==> config.mk <==
export PLATFORM = sky130hd
export DESIGN_NAME = clar_level_alarm
export DESIGN_NICKNAME = d
export VERILOG_FILES = /design/src/logic/clar_pkg.sv /design/src/logic/clar_level_alarm.sv /design/src/logic/clar_refill_chan.sv
export VERILOG_INCLUDE_DIRS = /design/src /design/src/logic
export SDC_FILE = /design/constraint.sdc
export NUM_CORES = 1
export LEC_CHECK = 0
export BUFFER_PORTS_ARGS = -buffer_cell sky130_fd_sc_hd__buf_2
export CORE_MARGIN = 8
export CORE_UTILIZATION = 40
export DETAILED_ROUTE_END_ITERATION = 8
export GPL_TIMING_DRIVEN = 0
export PLACE_DENSITY_LB_ADDON = 0.1
export SETUP_SLACK_MARGIN = 0.1
export SYNTH_ARGS = -nofsm -noshare
export SYNTH_HDL_FRONTEND = slang
export SYNTH_SLANG_ARGS = --single-unit
==> constraint.sdc <==
create_clock -name core_clk -period 20.9 [get_ports core_clk]
set_input_delay 2.09 -clock core_clk [delete_from_list [all_inputs] [get_ports core_clk]]
set_output_delay 2.09 -clock core_clk [all_outputs]
set_load 0.03 [all_outputs]
==> src/logic/clar_cfg.svh <==
`ifndef CLAR_CFG_SVH
`define CLAR_CFG_SVH
// register byte offsets
`define CLAR_OFF_CTRL      8'h00
`define CLAR_OFF_LOW0      8'h04
`define CLAR_OFF_HIGH0     8'h08
`define CLAR_OFF_ALARM0    8'h0C
`define CLAR_OFF_TMO0      8'h10
`define CLAR_OFF_LOW1      8'h14
`define CLAR_OFF_HIGH1     8'h18
`define CLAR_OFF_ALARM1    8'h1C
`define CLAR_OFF_TMO1      8'h20
`define CLAR_OFF_STATUS    8'h24
`define CLAR_OFF_IRQSTAT   8'h28
`define CLAR_OFF_IRQMASK   8'h2C
`define CLAR_OFF_LEVEL0    8'h30
`define CLAR_OFF_LEVEL1    8'h34
`define CLAR_OFF_AOUT      8'h38
// control fields
`define CLAR_CTRL_DUAL     0
`define CLAR_CTRL_AOMODE   1
`define CLAR_CTRL_START0   2
`define CLAR_CTRL_START1   3
`define CLAR_CTRL_STOP     4
`define CLAR_CTRL_MENU     5
// status fields
`define CLAR_ST_FILL0      0
`define CLAR_ST_FILL1      1
`define CLAR_ST_VIS0       2
`define CLAR_ST_VIS1       3
`define CLAR_ST_BEEP       4
`define CLAR_ST_SILENT     5
// irq bits: fill start, fill end, timeout, alarm per channel
`define CLAR_IRQ_WIDTH     8
// reset values
`define CLAR_RST_CTRL      32'h0000_0001
`define CLAR_RST_WORD      32'h0000_0000
// timeout tick
`define CLAR_TICK_NS       1000000
`define CLAR_CLK_NS        4
`define CLAR_TICK_CYC      (`CLAR_TICK_NS / `CLAR_CLK_NS)
`endif

==> src/logic/clar_pkg.sv <==
package clar_pkg;
    typedef logic [15:0] clar_level_type;
    typedef logic [31:0] clar_word_type;
    typedef logic [7:0]  clar_addr_type;
    typedef enum logic [1:0] {
        CLAR_IDLE = 2'b00,
        CLAR_FILL = 2'b01,
        CLAR_DONE = 2'b11
    } clar_fill_type;
endpackage : clar_pkg

==> src/logic/clar_level_alarm.sv <==
// Summary of operation
// - level below low limit starts refill output
// - refill holds until level above high limit
// - refill aborts after configurable transfer timeout
// - two channels refill independently, except shared stop/menu
// - zero low limit disables refill output
// - either channel below alarm setpoint sounds alarm
// - any key press silences sounding alarm
// - rearm needs normal reading then low reading
// - zero alarm setpoint disables audible alarm
// - select low or single mode picks sensor 1, else 2
// - analog output linear in selected level
// - visual alarm held until normal reading/menu
// - fill indicator shows while refill active
// - manual fill ends at high, timeout, menu
`timescale 1ns/100ps
`include "clar_cfg.svh"
module clar_level_alarm #(
    parameter int TICK_CYC = `CLAR_TICK_CYC
) (
    input  wire logic                     core_clk,
    input  wire logic                     rstn,
    input  wire clar_pkg::clar_addr_type  regAddr,
    input  wire clar_pkg::clar_word_type  regWdata,
    input  wire logic                     regWrite,
    input  wire logic                     regRead,
    output clar_pkg::clar_word_type       regRdata,
    input  wire logic                     sample0Valid,
    input  wire clar_pkg::clar_level_type sample0Level,
    input  wire logic                     sample1Valid,
    input  wire clar_pkg::clar_level_type sample1Level,
    input  wire logic                     keyPress,
    input  wire logic                     chanSelPin,
    output logic                          refill0Out,
    output logic                          refill1Out,
    output logic                          fill0Ind,
    output logic                          fill1Ind,
    output logic                          alarm0Ind,
    output logic                          alarm1Ind,
    output logic                          beepOut,
    output logic [15:0]                   analogOut,
    output logic                          irqOut
);
    import clar_pkg::*;

    clar_word_type   ctrl_r;

    clar_level_type  low_r   [2];

    clar_level_type  high_r  [2];

    clar_level_type  alarm_r [2];

    logic [15:0]     tmo_r   [2];

    clar_level_type  level_r [2];

    logic [`CLAR_IRQ_WIDTH-1:0] irqStat_r;

    logic [`CLAR_IRQ_WIDTH-1:0] irqMask_r;

    logic [`CLAR_IRQ_WIDTH-1:0] irqEvt;

    logic            keySync1_r;

    logic            keySync2_r;

    logic            keyPrev_r;

    logic            keyEdge;

    logic            selSync1_r;

    logic            selSync2_r;

    logic            beep_r;

    logic            silent_r;

    logic            armed_r;

    logic [1:0]      vis_r;

    logic [1:0]      vld;

    logic [1:0]      below;

    logic [1:0]      above;

    logic [1:0]      fillOn;

    logic [1:0]      fillStart;

    logic [1:0]      fillEnd;

    logic [1:0]      timedOut;

    logic [1:0]      startPulse;

    logic            stopPulse;

    logic            menuPulse;

    logic            dual;

    logic            useSecond;

    logic [15:0]     aoutRaw;

    clar_level_type  sLevel  [2];

    logic [31:0]     aoProd;

    function automatic logic hit(input clar_addr_type a, input logic [7:0] off);
        hit = (a == off);
    endfunction : hit

    assign dual       = ctrl_r[`CLAR_CTRL_DUAL];
    assign vld        = {sample1Valid & dual, sample0Valid};
    assign sLevel[0]  = sample0Level;
    assign sLevel[1]  = sample1Level;
    assign startPulse = {2{regWrite && hit(regAddr, `CLAR_OFF_CTRL)}}
                        & {regWdata[`CLAR_CTRL_START1], regWdata[`CLAR_CTRL_START0]};
    assign menuPulse  = regWrite && hit(regAddr, `CLAR_OFF_CTRL) && regWdata[`CLAR_CTRL_MENU];
    assign stopPulse  = (regWrite && hit(regAddr, `CLAR_OFF_CTRL) && regWdata[`CLAR_CTRL_STOP])
                        || menuPulse;

    // pin synchronisers
    always_ff @(posedge core_clk or negedge rstn) begin
        if (!rstn) begin
            keySync1_r <= 1'b0;
            keySync2_r <= 1'b0;
            keyPrev_r  <= 1'b0;
            selSync1_r <= 1'b1;
            selSync2_r <= 1'b1;
        end else begin
            keySync1_r <= keyPress;
            keySync2_r <= keySync1_r;
            keyPrev_r  <= keySync2_r;
            selSync1_r <= chanSelPin;
            selSync2_r <= selSync1_r;
        end
    end
    assign keyEdge = keySync2_r && !keyPrev_r;

    // one refill controller per channel
    genvar gi;
    generate
        for (gi = 0; gi < 2; gi++) begin : gChan
            assign below[gi] = vld[gi] && (alarm_r[gi] != 16'h0000)
                               && (sLevel[gi] < alarm_r[gi]);
            assign above[gi] = vld[gi] && !(sLevel[gi] < alarm_r[gi]);
            clar_refill_chan #(
                .TICK_CYC     (TICK_CYC)
            ) uChan (
                .core_clk     (core_clk),
                .rstn         (rstn),
                .sampleValid  (vld[gi]),
                .levelIn      (sLevel[gi]),
                .lowLimit     (low_r[gi]),
                .highLimit    (high_r[gi]),
                .timeoutTicks (tmo_r[gi]),
                .manualStart  (startPulse[gi] && (gi == 0 || dual)),
                .manualStop   (stopPulse || (gi == 1 && !dual)),
                .fillOn       (fillOn[gi]),
                .fillStart    (fillStart[gi]),
                .fillEnd      (fillEnd[gi]),
                .timedOut     (timedOut[gi])
            );
            always_ff @(posedge core_clk or negedge rstn) begin
                if (!rstn) begin
                    level_r[gi] <= 16'h0000;
                end else if (vld[gi]) begin
                    level_r[gi] <= sLevel[gi];
                end
            end
            always_ff @(posedge core_clk or negedge rstn) begin
                if (!rstn) begin
                    vis_r[gi] <= 1'b0;
                end else if (below[gi]) begin
                    vis_r[gi] <= 1'b1;
                end else if (above[gi] || menuPulse || alarm_r[gi] == 16'h0000) begin
                    vis_r[gi] <= 1'b0;
                end
            end
        end
    endgenerate

    assign refill0Out = fillOn[0];
    assign refill1Out = fillOn[1];
    assign fill0Ind   = fillOn[0];
    assign fill1Ind   = fillOn[1];
    assign alarm0Ind  = vis_r[0];
    assign alarm1Ind  = vis_r[1];
    assign beepOut    = beep_r;

    // audible alarm with silence and rearm
    always_ff @(posedge core_clk or negedge rstn) begin
        if (!rstn) begin
            beep_r   <= 1'b0;
            silent_r <= 1'b0;
            armed_r  <= 1'b1;
        end else begin
            if (alarm_r[0] == 16'h0000 && alarm_r[1] == 16'h0000) begin
                beep_r   <= 1'b0;
                silent_r <= 1'b0;
                armed_r  <= 1'b1;
            end else if (beep_r && keyEdge) begin
                beep_r   <= 1'b0;
                silent_r <= 1'b1;
                armed_r  <= 1'b0;
            end else if (|below) begin
                if (armed_r) begin
                    beep_r <= 1'b1;
                end
            end else if (|above) begin
                armed_r  <= 1'b1;
                silent_r <= 1'b0;
            end
        end
    end

    // analog output select and scale
    assign useSecond = dual && selSync2_r;
    assign aoutRaw   = useSecond ? level_r[1] : level_r[0];
    assign aoProd    = 32'(aoutRaw) * 32'h0000_CCCD;
    always_ff @(posedge core_clk or negedge rstn) begin
        if (!rstn) begin
            analogOut <= 16'h0000;
        end else if (ctrl_r[`CLAR_CTRL_AOMODE]) begin
            analogOut <= 16'h3333 + aoProd[31:16];
        end else begin
            analogOut <= aoutRaw;
        end
    end

    // sticky interrupt status
    assign irqEvt = {below[1], below[0], timedOut, fillEnd, fillStart};
    always_ff @(posedge core_clk or negedge rstn) begin
        if (!rstn) begin
            irqStat_r <= 8'h00;
        end else if (regWrite && hit(regAddr, `CLAR_OFF_IRQSTAT)) begin
            irqStat_r <= (irqStat_r & ~regWdata[7:0]) | irqEvt;
        end else begin
            irqStat_r <= irqStat_r | irqEvt;
        end
    end
    assign irqOut = |(irqStat_r & irqMask_r);

    // register writes
    always_ff @(posedge core_clk or negedge rstn) begin
        if (!rstn) begin
            ctrl_r     <= `CLAR_RST_CTRL;
            irqMask_r  <= 8'h00;
            low_r[0]   <= 16'h0000;
            high_r[0]  <= 16'h0000;
            alarm_r[0] <= 16'h0000;
            tmo_r[0]   <= 16'h0000;

            low_r[1]   <= 16'h0000;
            high_r[1]  <= 16'h0000;
            alarm_r[1] <= 16'h0000;
            tmo_r[1]   <= 16'h0000;
        end else if (regWrite) begin
            if (hit(regAddr, `CLAR_OFF_CTRL)) begin
                ctrl_r <= {30'h0000_0000, regWdata[1:0]};
            end else if (hit(regAddr, `CLAR_OFF_IRQMASK)) begin
                irqMask_r <= regWdata[7:0];
            end else if (hit(regAddr, `CLAR_OFF_LOW0)) begin
                low_r[0] <= regWdata[15:0];
            end else if (hit(regAddr, `CLAR_OFF_HIGH0)) begin
                high_r[0] <= regWdata[15:0];
            end else if (hit(regAddr, `CLAR_OFF_ALARM0)) begin
                alarm_r[0] <= regWdata[15:0];
            end else if (hit(regAddr, `CLAR_OFF_TMO0)) begin
                tmo_r[0] <= regWdata[15:0];
            end else if (hit(regAddr, `CLAR_OFF_LOW1)) begin
                low_r[1] <= regWdata[15:0];
            end else if (hit(regAddr, `CLAR_OFF_HIGH1)) begin
                high_r[1] <= regWdata[15:0];
            end else if (hit(regAddr, `CLAR_OFF_ALARM1)) begin
                alarm_r[1] <= regWdata[15:0];
            end else if (hit(regAddr, `CLAR_OFF_TMO1)) begin
                tmo_r[1] <= regWdata[15:0];
            end
        end
    end

    // register reads, data one cycle later
    always_ff @(posedge core_clk or negedge rstn) begin
        if (!rstn) begin
            regRdata <= `CLAR_RST_WORD;
        end else if (!regRead) begin
            regRdata <= `CLAR_RST_WORD;

        end else if (hit(regAddr, `CLAR_OFF_CTRL)) begin
            regRdata <= ctrl_r;

        end else if (hit(regAddr, `CLAR_OFF_LOW0)) begin
            regRdata <= {16'h0000, low_r[0]};

        end else if (hit(regAddr, `CLAR_OFF_HIGH0)) begin
            regRdata <= {16'h0000, high_r[0]};

        end else if (hit(regAddr, `CLAR_OFF_ALARM0)) begin
            regRdata <= {16'h0000, alarm_r[0]};

        end else if (hit(regAddr, `CLAR_OFF_TMO0)) begin
            regRdata <= {16'h0000, tmo_r[0]};

        end else if (hit(regAddr, `CLAR_OFF_LOW1)) begin
            regRdata <= {16'h0000, low_r[1]};

        end else if (hit(regAddr, `CLAR_OFF_HIGH1)) begin
            regRdata <= {16'h0000, high_r[1]};

        end else if (hit(regAddr, `CLAR_OFF_ALARM1)) begin
            regRdata <= {16'h0000, alarm_r[1]};

        end else if (hit(regAddr, `CLAR_OFF_TMO1)) begin
            regRdata <= {16'h0000, tmo_r[1]};

        end else if (hit(regAddr, `CLAR_OFF_STATUS)) begin
            regRdata <= {26'h000_0000, silent_r, beep_r, vis_r, fillOn};

        end else if (hit(regAddr, `CLAR_OFF_IRQSTAT)) begin
            regRdata <= {24'h00_0000, irqStat_r};

        end else if (hit(regAddr, `CLAR_OFF_IRQMASK)) begin
            regRdata <= {24'h00_0000, irqMask_r};

        end else if (hit(regAddr, `CLAR_OFF_LEVEL0)) begin
            regRdata <= {16'h0000, level_r[0]};

        end else if (hit(regAddr, `CLAR_OFF_LEVEL1)) begin
            regRdata <= {16'h0000, level_r[1]};

        end else if (hit(regAddr, `CLAR_OFF_AOUT)) begin
            regRdata <= {16'h0000, analogOut};
        end else begin
            regRdata <= `CLAR_RST_WORD;
        end
    end
endmodule : clar_level_alarm

==> src/logic/clar_refill_chan.sv <==
`timescale 1ns/100ps
`include "clar_cfg.svh"
module clar_refill_chan #(
    parameter int TICK_CYC = `CLAR_TICK_CYC
) (
    input  wire logic                     core_clk,
    input  wire logic                     rstn,
    input  wire logic                     sampleValid,
    input  wire clar_pkg::clar_level_type levelIn,
    input  wire clar_pkg::clar_level_type lowLimit,
    input  wire clar_pkg::clar_level_type highLimit,
    input  wire logic [15:0]              timeoutTicks,
    input  wire logic                     manualStart,
    input  wire logic                     manualStop,
    output logic                          fillOn,
    output logic                          fillStart,
    output logic                          fillEnd,
    output logic                          timedOut
);
    import clar_pkg::*;
    clar_fill_type  state_r;
    logic [31:0]    tickCnt_r;
    logic [15:0]    elapsed_r;
    logic           lowHit;
    logic           highHit;
    logic           tmoHit;
    logic           manPend_r;

    assign lowHit  = sampleValid && (lowLimit != 16'h0000) && (levelIn < lowLimit);
    assign highHit = sampleValid && (levelIn > highLimit);
    assign tmoHit  = (timeoutTicks != 16'h0000) && (elapsed_r >= timeoutTicks);
    assign fillOn  = (state_r == CLAR_FILL);

    // manual start waits in a pending latch
    always_ff @(posedge core_clk or negedge rstn) begin
        if (!rstn) begin
            manPend_r <= 1'b0;
        end else if (state_r == CLAR_FILL || manualStop) begin
            manPend_r <= 1'b0;
        end else if (manualStart) begin
            manPend_r <= 1'b1;
        end
    end

    always_ff @(posedge core_clk or negedge rstn) begin
        if (!rstn) begin
            state_r   <= CLAR_IDLE;
            fillStart <= 1'b0;
            fillEnd   <= 1'b0;
            timedOut  <= 1'b0;
        end else begin
            fillStart <= 1'b0;
            fillEnd   <= 1'b0;
            timedOut  <= 1'b0;
            case (state_r)
                CLAR_IDLE: begin
                    if ((lowHit || manPend_r) && lowLimit != 16'h0000) begin
                        state_r   <= CLAR_FILL;
                        fillStart <= 1'b1;
                    end
                end
                CLAR_FILL: begin
                    if (tmoHit) begin
                        state_r  <= CLAR_DONE;
                        fillEnd  <= 1'b1;
                        timedOut <= 1'b1;
                    end else if (highHit || manualStop || lowLimit == 16'h0000) begin
                        state_r <= CLAR_DONE;
                        fillEnd <= 1'b1;
                    end
                end
                CLAR_DONE: begin
                    state_r <= CLAR_IDLE;
                end
                default: begin
                    state_r <= CLAR_IDLE;
                end
            endcase
        end
    end

    // elapsed ticks since fill start
    always_ff @(posedge core_clk or negedge rstn) begin
        if (!rstn) begin
            tickCnt_r <= 32'h0000_0000;
            elapsed_r <= 16'h0000;
        end else if (state_r != CLAR_FILL) begin
            tickCnt_r <= 32'h0000_0000;
            elapsed_r <= 16'h0000;
        end else if (tickCnt_r >= 32'(TICK_CYC - 1)) begin
            tickCnt_r <= 32'h0000_0000;
            if (elapsed_r != 16'hFFFF) begin
                elapsed_r <= elapsed_r + 16'h0001;
            end
        end else begin
            tickCnt_r <= tickCnt_r + 32'h0000_0001;
        end
    end
endmodule : clar_refill_chan
Word level (Yosys, flattened, before mapping)
Index checks and enable logic that the tools add are counted.
Storage, ports and cells
  register bits: 344
  output and inout bits: 56
  logic and storage cells: 253
  input port bits: 80
Operators by class
  add/sub/neg operators: 5
  $mul: 1
  bitwise logic cells: 16
  reduce and logical (&&, ||, !) cells: 86
  equal/unequal tests: 25
  muxes and demuxes: 71
  magnitude comparators: 10
Operator list (number)
  $mux W16: 24
  $mux W32: 4
  $reduce_bool A16 Y1: 6
  $add A32 B1 Y32 const B: 2
  $ge A32 B18 Y1 const B: 2
  $logic_not A16 Y1: 4
  $lt A16 B16 Y1: 4
  $eq A8 B6 Y1 const B: 7
  $mux W1: 34
  $add A16 B1 Y16 const B: 2
  $eq A8 B5 Y1 const B: 4
  $ge A16 B16 Y1: 2
  $gt A16 B16 Y1: 2
  $mul A16 B16 Y32 const B: 1
  $ne A16 B16 Y1 const B: 2
  $logic_and A1 B1 Y1: 25
  $add A14 B16 Y16 const A: 1
  $and A8 B8 Y8: 2
  $eq A8 B4 Y1 const B: 2
  $or A8 B8 Y8: 2
  $reduce_bool A2 Y1: 8
  $logic_or A1 B1 Y1: 14
  $reduce_and A2 Y1: 7
  $mux W2: 6
  other kinds (26): 47

Depth between registers and ports, before layout
Gate-level depths: netlist of the first run.
  word-level depth: 17
  depth in mapped cells: 31

Hierarchy
Synthesis of the first run repeated with hierarchy kept, for this count alone.
Unflattened totals
  cells, all modules: 2362
  area total of the unflattened synthesis: 23201.0 um^2
Modules (own cells, without submodules)
  clar_level_alarm: area an instance 15992.8 um^2, instances 1, cells each 1576
  clar_refill_chan (gChan[1].uChan): area an instance 3649.8 um^2, instances 1, cells each 388
  clar_refill_chan (gChan[0].uChan): area an instance 3558.4 um^2, instances 1, cells each 398

Worst setup path before layout of the first run
No wires, ideal clock.
  kind: register -> register
  start point: register ctrl_r[0]
  end point: register analogOut[11]
  stages on the path, launching flop included: 28
  path buffers: 2
  clock period less this slack: 7655 ps
  arrival: 7535 ps
  setup slack: 13245 ps
  cell sequence: dfstp_2 nand2_2 clkbuf_1 clkbuf_1 mux2_2 ha_1 inv_1 fa_1 inv_1 fa_1 fa_1 fa_1 inv_1 fa_1 inv_1 ha_1 a21oi_1 o21ai_2 a221o_1 a21o_1 a31o_4 a21oi_4 mux2_4 a22oi_2 o2bb2ai_2 xnor2_1 or3_1 a31o_1
On the way
  word-level cells in the longest chain between the ends: 5
Ends and longest elaborated chain
  start, declared: RTL line clar_level_alarm.sv:46  | clar_word_type ctrl_r;
  start signal, assigned: RTL line clar_level_alarm.sv:253  | ctrl_r <= `CLAR_RST_CTRL;
  start signal, assigned: RTL line clar_level_alarm.sv:266  | ctrl_r <= {30'h0000_0000, regWdata[1:0]};
  $logic_and A1 B1 Y1 *: RTL line clar_level_alarm.sv:224  | assign useSecond = dual && selSync2_r;
  $mux W16 *: RTL line clar_level_alarm.sv:225  | assign aoutRaw = useSecond ? level_r[1] : level_r[0];
  $mul A16 B16 Y32: RTL line clar_level_alarm.sv:226  | assign aoProd = 32'(aoutRaw) * 32'h0000_CCCD;
  $add A14 B16 Y16: RTL line clar_level_alarm.sv:231  | analogOut <= 16'h3333 + aoProd[31:16];
  $mux W16 *: RTL line clar_level_alarm.sv:230  | end else if (ctrl_r[`CLAR_CTRL_AOMODE]) begin
  end signal, assigned: RTL line clar_level_alarm.sv:231
  end signal, assigned: RTL line clar_level_alarm.sv:233  | analogOut <= aoutRaw;
  end, declared: RTL line clar_level_alarm.sv:41  | output logic [15:0] analogOut,
Mark *: on every way between the ends. The rest lies on a longest branch, timed or not.
A chain may end at the register's enable or synchronous reset.

Worst setup path after layout of the first run
Same ends and word-level chain as after synthesis.

==> flow_summary.yaml, run 1 <==
critical_path:
  end_kind: "flip-flop"
  startpoint_type: "flip-flop"
  critPathRequiredTime_ns: 21.34
  worst_ep_arrival_time_ns: 9.35
  crit_path_max_incr_delay_ns: 0.59
  timing_worst_setup_path_type: "flip-flop to flip-flop"
  crit_fanout: 10
  cp_slowest_cell: "clkbuf_1"
sta:
  fin_ws_ns: 11.99
  hold_violations: 0
  rsz0062_at_grt: "false"
  max_freq_ghz: 0.112
  skew_ns: 0.0137
  fin_crit_sh_pct: 42.6
  relSlewSlack_pct: 19.1
  slew_viol_final: 0
  tightest_slew_ns: 1.20
  setup_viol: 0
  finalCriticalPeriod_ns: 8.91
  tns_ns: 0
route:
  vias: 17900
  met2_length_um: 36500
  drt-met1-wl_um: 32000
  wl_per_cell_um: 23.3
  dr.pass1.iters: 6
  dr_wl_met3_um: 4080
  drt_iter0_markers: 1213
  drc: 0
  drt-total-wl_um: 76400
  top_layer: "met5"
  routed_via_density: 5.48
  antenna_left: 0
yosys:
  synth_edf_count: 0
  synthesis.area_mm2: 0.0227
  synthCells: 2302
  ys_async_sr_fraction_pct: 100
  ys.flop_type: "dfrtp_1"
  yosys.cell_types.count: 79
  ys_ff_latch: 328
  yosys_warnings: 0
  yosysSeqAreaShare_pct: 36.2
  synth_area_per_cell_um2: 9.85
floorplan:
  coreArea_mm2: 0.0563
  die_w_um: 254
  initial_core_util_pct: 40.3
  rows: 87
  ios: 136
  fp.dieH_um: 254
  die-area_mm2: 0.0646
status:
  status: "finished, final reports clean"
clock_tree:
  cts_setup_buffers: 0
  cts_resized: 0
  cts_tree: "built"
  clock_path_buffers: 3
  cts_sinks: 328
  cts-root-buf: "clkbuf_16"
  cts_made_buffers: 39
  cts_hold_buf: 0
  h-tree-depth: 2
  clk_pin_slew_ns: 0.06
  insertion_delay_ns: 0.56
worst_hold_path:
  hold_path.class: "flip-flop to flip-flop"
global_routing:
  grt_max_degree: 118
  antenna_found_initial: 10
  grt_pass1_wl_um: 114000
  grt-ovfl-total: 0
  track_usage_pct: 23.6
  grt_pass1_vias: 18000
placement:
  gp_congestion: 0.920
  pre_cts_ws_ns: 12.03
  portBuffers: 100
  placed_area_mm2: 0.0244
  dp_hpwl_um: 61100
cells_and_area:
  layout-drive-gt1-share_pct: 14.0
  design_area_mm2: 0.0257
  nNetsFinal: 2902
  mostFrequentLayoutCells: "dfrtp_1, inv_1, ha_1"
  final_common_cell: "dfrtp_1"
  fill_cells: 5509
  syn_to_final_growth_pct: 13.2
job:
  maxCapViolCount: 0
-- metrics by stage --
| stage | util (%) | instances | hold slack, ns |
|---|---|---|---|
| final | 45.6 | 3277 | 0.346 |
| after global routing | 45.6 | 3274 | 0.359 |
| after CTS | 45.6 | 3273 | 0.349 |
| after detailed placement | 43.3 | 3204 | 0.336 |
| after global placement | 43.2 | 3201 | 0.334 |
| after floorplan | - | 2345 | 0.331 |
-- cell families (layout without fill, tap and decap cells) --
group,after synthesis,in the layout,synth area share [%]
compound gates,433,433,13.0
flops,328,328,36.2
other cells,1,48,0.0165
simple gates,560,560,11.8
buf+inv,407,579,7.14
fa+ha+maj,333,333,21.0
xor+xnor,89,89,3.44
mux,151,151,7.47
-- final cells by class --
cell class | count | area [µm²] | area share (%)
clock buffers | 60 | 1190 | 4.62
flip-flops and latches | 328 | 8210 | 32.0
repair buffers | 103 | 593 | 2.31
clock inverters | 9 | 101 | 0.395
inverters | 322 | 1210 | 4.71
multi-input cells | 1610 | 13000 | 50.7
well taps | 756 | 946 | 3.68
plain buffers | 85 | 410 | 1.60
diodes | 4 | 10.0 | 0.0390
-- synthesized netlist by cell type, types with 22 or more instances --
| cell | n | area [µm²] |
|---|---|---|
| xor2_1 | 53 | 464 |
| a21oi_1 | 85 | 425 |
| nor3_1 | 34 | 170 |
| a21o_1 | 62 | 465 |
| fa_1 | 78 | 1560 |
| nor2_1 | 159 | 597 |
| o21ai_0 | 91 | 455 |
| mux2_2 | 141 | 1590 |
| inv_1 | 320 | 1200 |
| nand4_1 | 31 | 194 |
| ha_1 | 255 | 3190 |
| nand3_1 | 43 | 215 |
| nor2b_1 | 22 | 138 |
| nand2_1 | 146 | 548 |
| xnor2_1 | 36 | 315 |
| a22oi_1 | 26 | 195 |
| clkbuf_1 | 61 | 229 |
| and3_1 | 33 | 206 |
| dfrtp_1 | 324 | 8110 |
| nor4_1 | 35 | 219 |
-- critical path: cells and delay by family (launching register included) --
kind / cells / cell delay, ns
adder cells (fa/ha/maj): 7 / 3.40
AO/OA/AOI/OAI: 9 / 1.97
buffers and inverters: 7 / 1.67
multiplexers: 2 / 0.69
AND/OR/NAND/NOR: 2 / 0.46
flip-flops: 1 / 0.45
XOR/XNOR: 1 / 0.14
-- worst paths after layout --
path	cells after the start	startpoint	slack, ns	end
hold reg to reg	0	keySync1_r	0.35	keySync2_r
max in group asynchronous	3	rstn	18.19	alarm_r[26]
min in group asynchronous	1	rstn	1.37	gChan[0].uChan.tickCnt_r[8]
setup / recovery	28	ctrl_r[0]	11.99	analogOut[11]
setup reg to reg	28	ctrl_r[0]	11.99	analogOut[11]
hold / removal	0	keySync1_r	0.35	keySync2_r
-- per-layer routing --
metal | vias to the layer above | global-route usage [%]
met2 | 549 | 39.7
met1 | 8950 | 30.0
met5 | - | 0
met3 | 155 | 3.68
li1 | 8286 | -
met4 | 6 | 10.1
-- registers in the layout, indices dropped and copies added (netlist names), 2 cells and up --
register               count
gChan.uChan.timedOut       2
tmo_r                     32
low_r                     32
analogOut                 16
ctrl_r                     2
gChan.uChan.fillStart      2
gChan.uChan.fillEnd        2
high_r                    32
gChan.uChan.tickCnt_r     64
level_r                   32
irqStat_r                  8
gChan.uChan.elapsed_r     32
gChan.uChan.manPend_r      2
gChan.uChan.state_r        4
regRdata                  16
irqMask_r                  8
alarm_r                   32
Power of run 1 is not shown: default switching activity piles up to over one toggle a cycle in this logic, so the estimate is an artifact.
==> inputs of run 2 (changes only) <==
clock period = 7.4 ns   (was 20.9 ns; I/O delays follow)
==> flow_summary.yaml, run 2 (synthesis gave the netlist of run 1 again) <==
clock_tree:
  clk_pin_slew_ns: 0.06
  insertion_delay_ns: 0.57
  clock_path_buffers: 3
  cts_made_buffers: 39
  cts_sinks: 328
  cts-root-buf: "clkbuf_16"
  h-tree-depth: 2
  cts_tree: "built"
critical_path:
  crit_fanout: 6
  timing_worst_setup_path_type: "flip-flop to flip-flop"
  worst_ep_arrival_time_ns: 7.91
  rr_startpoint: "ctrl_r[0]"
  critPathRequiredTime_ns: 7.90
  cpMostUsedCell: "fa_1"
  path_buf_inv: 7
  cp_slowest_cell: "dfstp_2"
  startpoint_type: "flip-flop"
  end_kind: "flip-flop"
  crit_path_max_incr_delay_ns: 0.64
  crit_family: "adder cells"
  rr_worst_depth: 28
  crit_start: "ctrl_r[0]"
  cp.depth: 28
sta:
  fin_ws_ns: -0.0175
  skew_ns: 0.0249
  rsz0062_at_grt: "true"
  max_freq_ghz: 0.135
  slew_viol_final: 0
  tns_ns: -0.0319
  tightest_slew_ns: 1.36
  holdWs_ns: 0.277
  finalCriticalPeriod_ns: 7.42
  fin_crit_sh_pct: 100
  hold_violations: 0
  setup_viol: 2
  relSlewSlack_pct: 8.18
floorplan:
  initial_core_util_pct: 40.3
  coreArea_mm2: 0.0563
  rows: 87
  fp.dieH_um: 254
  die-area_mm2: 0.0646
  die_w_um: 254
  ios: 136
route:
  drt-total-wl_um: 78100
  vias: 18200
  dr.pass1.iters: 6
  routed_via_density: 5.41
  antenna_left: 0
  drc: 0
  wl_per_cell_um: 23.2
  drt_iter0_markers: 1386
cells_and_area:
  fill_cells: 5385
  mostFrequentLayoutCells: "dfrtp_1, inv_1, ha_1"
  largest_reg_flops: 64
  design_area_mm2: 0.0271
  layout-drive-gt1-share_pct: 19.9
  multi_input_area_mm2: 0.0137
  final_core_util_pct: 48.1
  nNetsFinal: 2981
  regMostFlops: "gChan.uChan.tickCnt_r"
  regArea_mm2: 0.00821
  syn_to_final_growth_pct: 19.3
  final_common_cell: "dfrtp_1"
placement:
  placed_area_mm2: 0.0244
  portBuffers: 100
  dp_hpwl_um: 60900
  gp_congestion: 0.923
global_routing:
  grt_pass1_vias: 18500
  grt_max_degree: 114
  grt-ovfl-total: 0
  antenna_found_initial: 6
  track_usage_pct: 24.0
  grt_pass1_wl_um: 116000
worst_hold_path:
  hp-start: "keyPress"
  min_path_cells: 1
  hold_path.class: "input pin to flip-flop"
status:
  violations: "negative setup slack"
  status: "finished, violations left"
job:
  maxCapViolCount: 0
-- run 2: final timing paths --
path                                          endpoint  slack (ns)
min in group asynchronous  gChan[1].uChan.elapsed_r[0]        0.62
max reg2reg                              analogOut[15]       -0.02
min reg2reg                                 selSync2_r        0.36
max                                      analogOut[15]       -0.02
min                                         keySync1_r        0.28
max in group asynchronous                   high_r[21]        5.54
-- run 2: timing repair --
item / in CTS / in global routing
setup endpoints to repair: 14 / 11
hold buffers: 1 / 0
cloned: 2 / 0
hold endpoints to repair: 5 / 0
setup buffers: 50 / 26
resized for setup: 84 / 51
pin swaps: 48 / 44
-- run 2: area by class of cell --
class,instances,area share (%)
Timing Repair Buffer,182,4.61
Clock inverter,8,0.282
Sequential cell,328,30.4
Inverter,322,4.51
Buffer,85,1.71
Antenna cell,5,0.0462
Multi-Input combinational cell,1610,50.5
Clock buffer,62,4.48
Tap cell,756,3.50
-- run 2: per-stage QoR --
| step | instances | worst slack [ns] |
|---|---|---|
| after floorplan | 2345 | 0.119 |
| after global placement | 3201 | -1.05 |
| after detailed placement | 3204 | -1.03 |
| after CTS | 3327 | 0.113 |
| after global routing | 3353 | -0.214 |
| final | 3358 | -0.0175 |
-- run 2: worst reg2reg max path: cells and delay by family, from the launching register on --
family	cells	cell delay, ns
buffers and inverters	7	0.70
DFF	1	0.64
adders and majority gates	7	3.18
and+or+nand+nor	2	0.22
muxes	2	0.66
AOI/OAI and AO/OA	10	1.97
-- run 2: routing by layer --
metal,GRT usage [%],routed length (µm),up-vias
li1,-,-,8446
met1,30.0,32300,9020
met2,41.2,38200,546
met3,4.05,4230,151
met4,9.12,3280,6
met5,0,41,-
Power of run 2 is left out for the same reason.
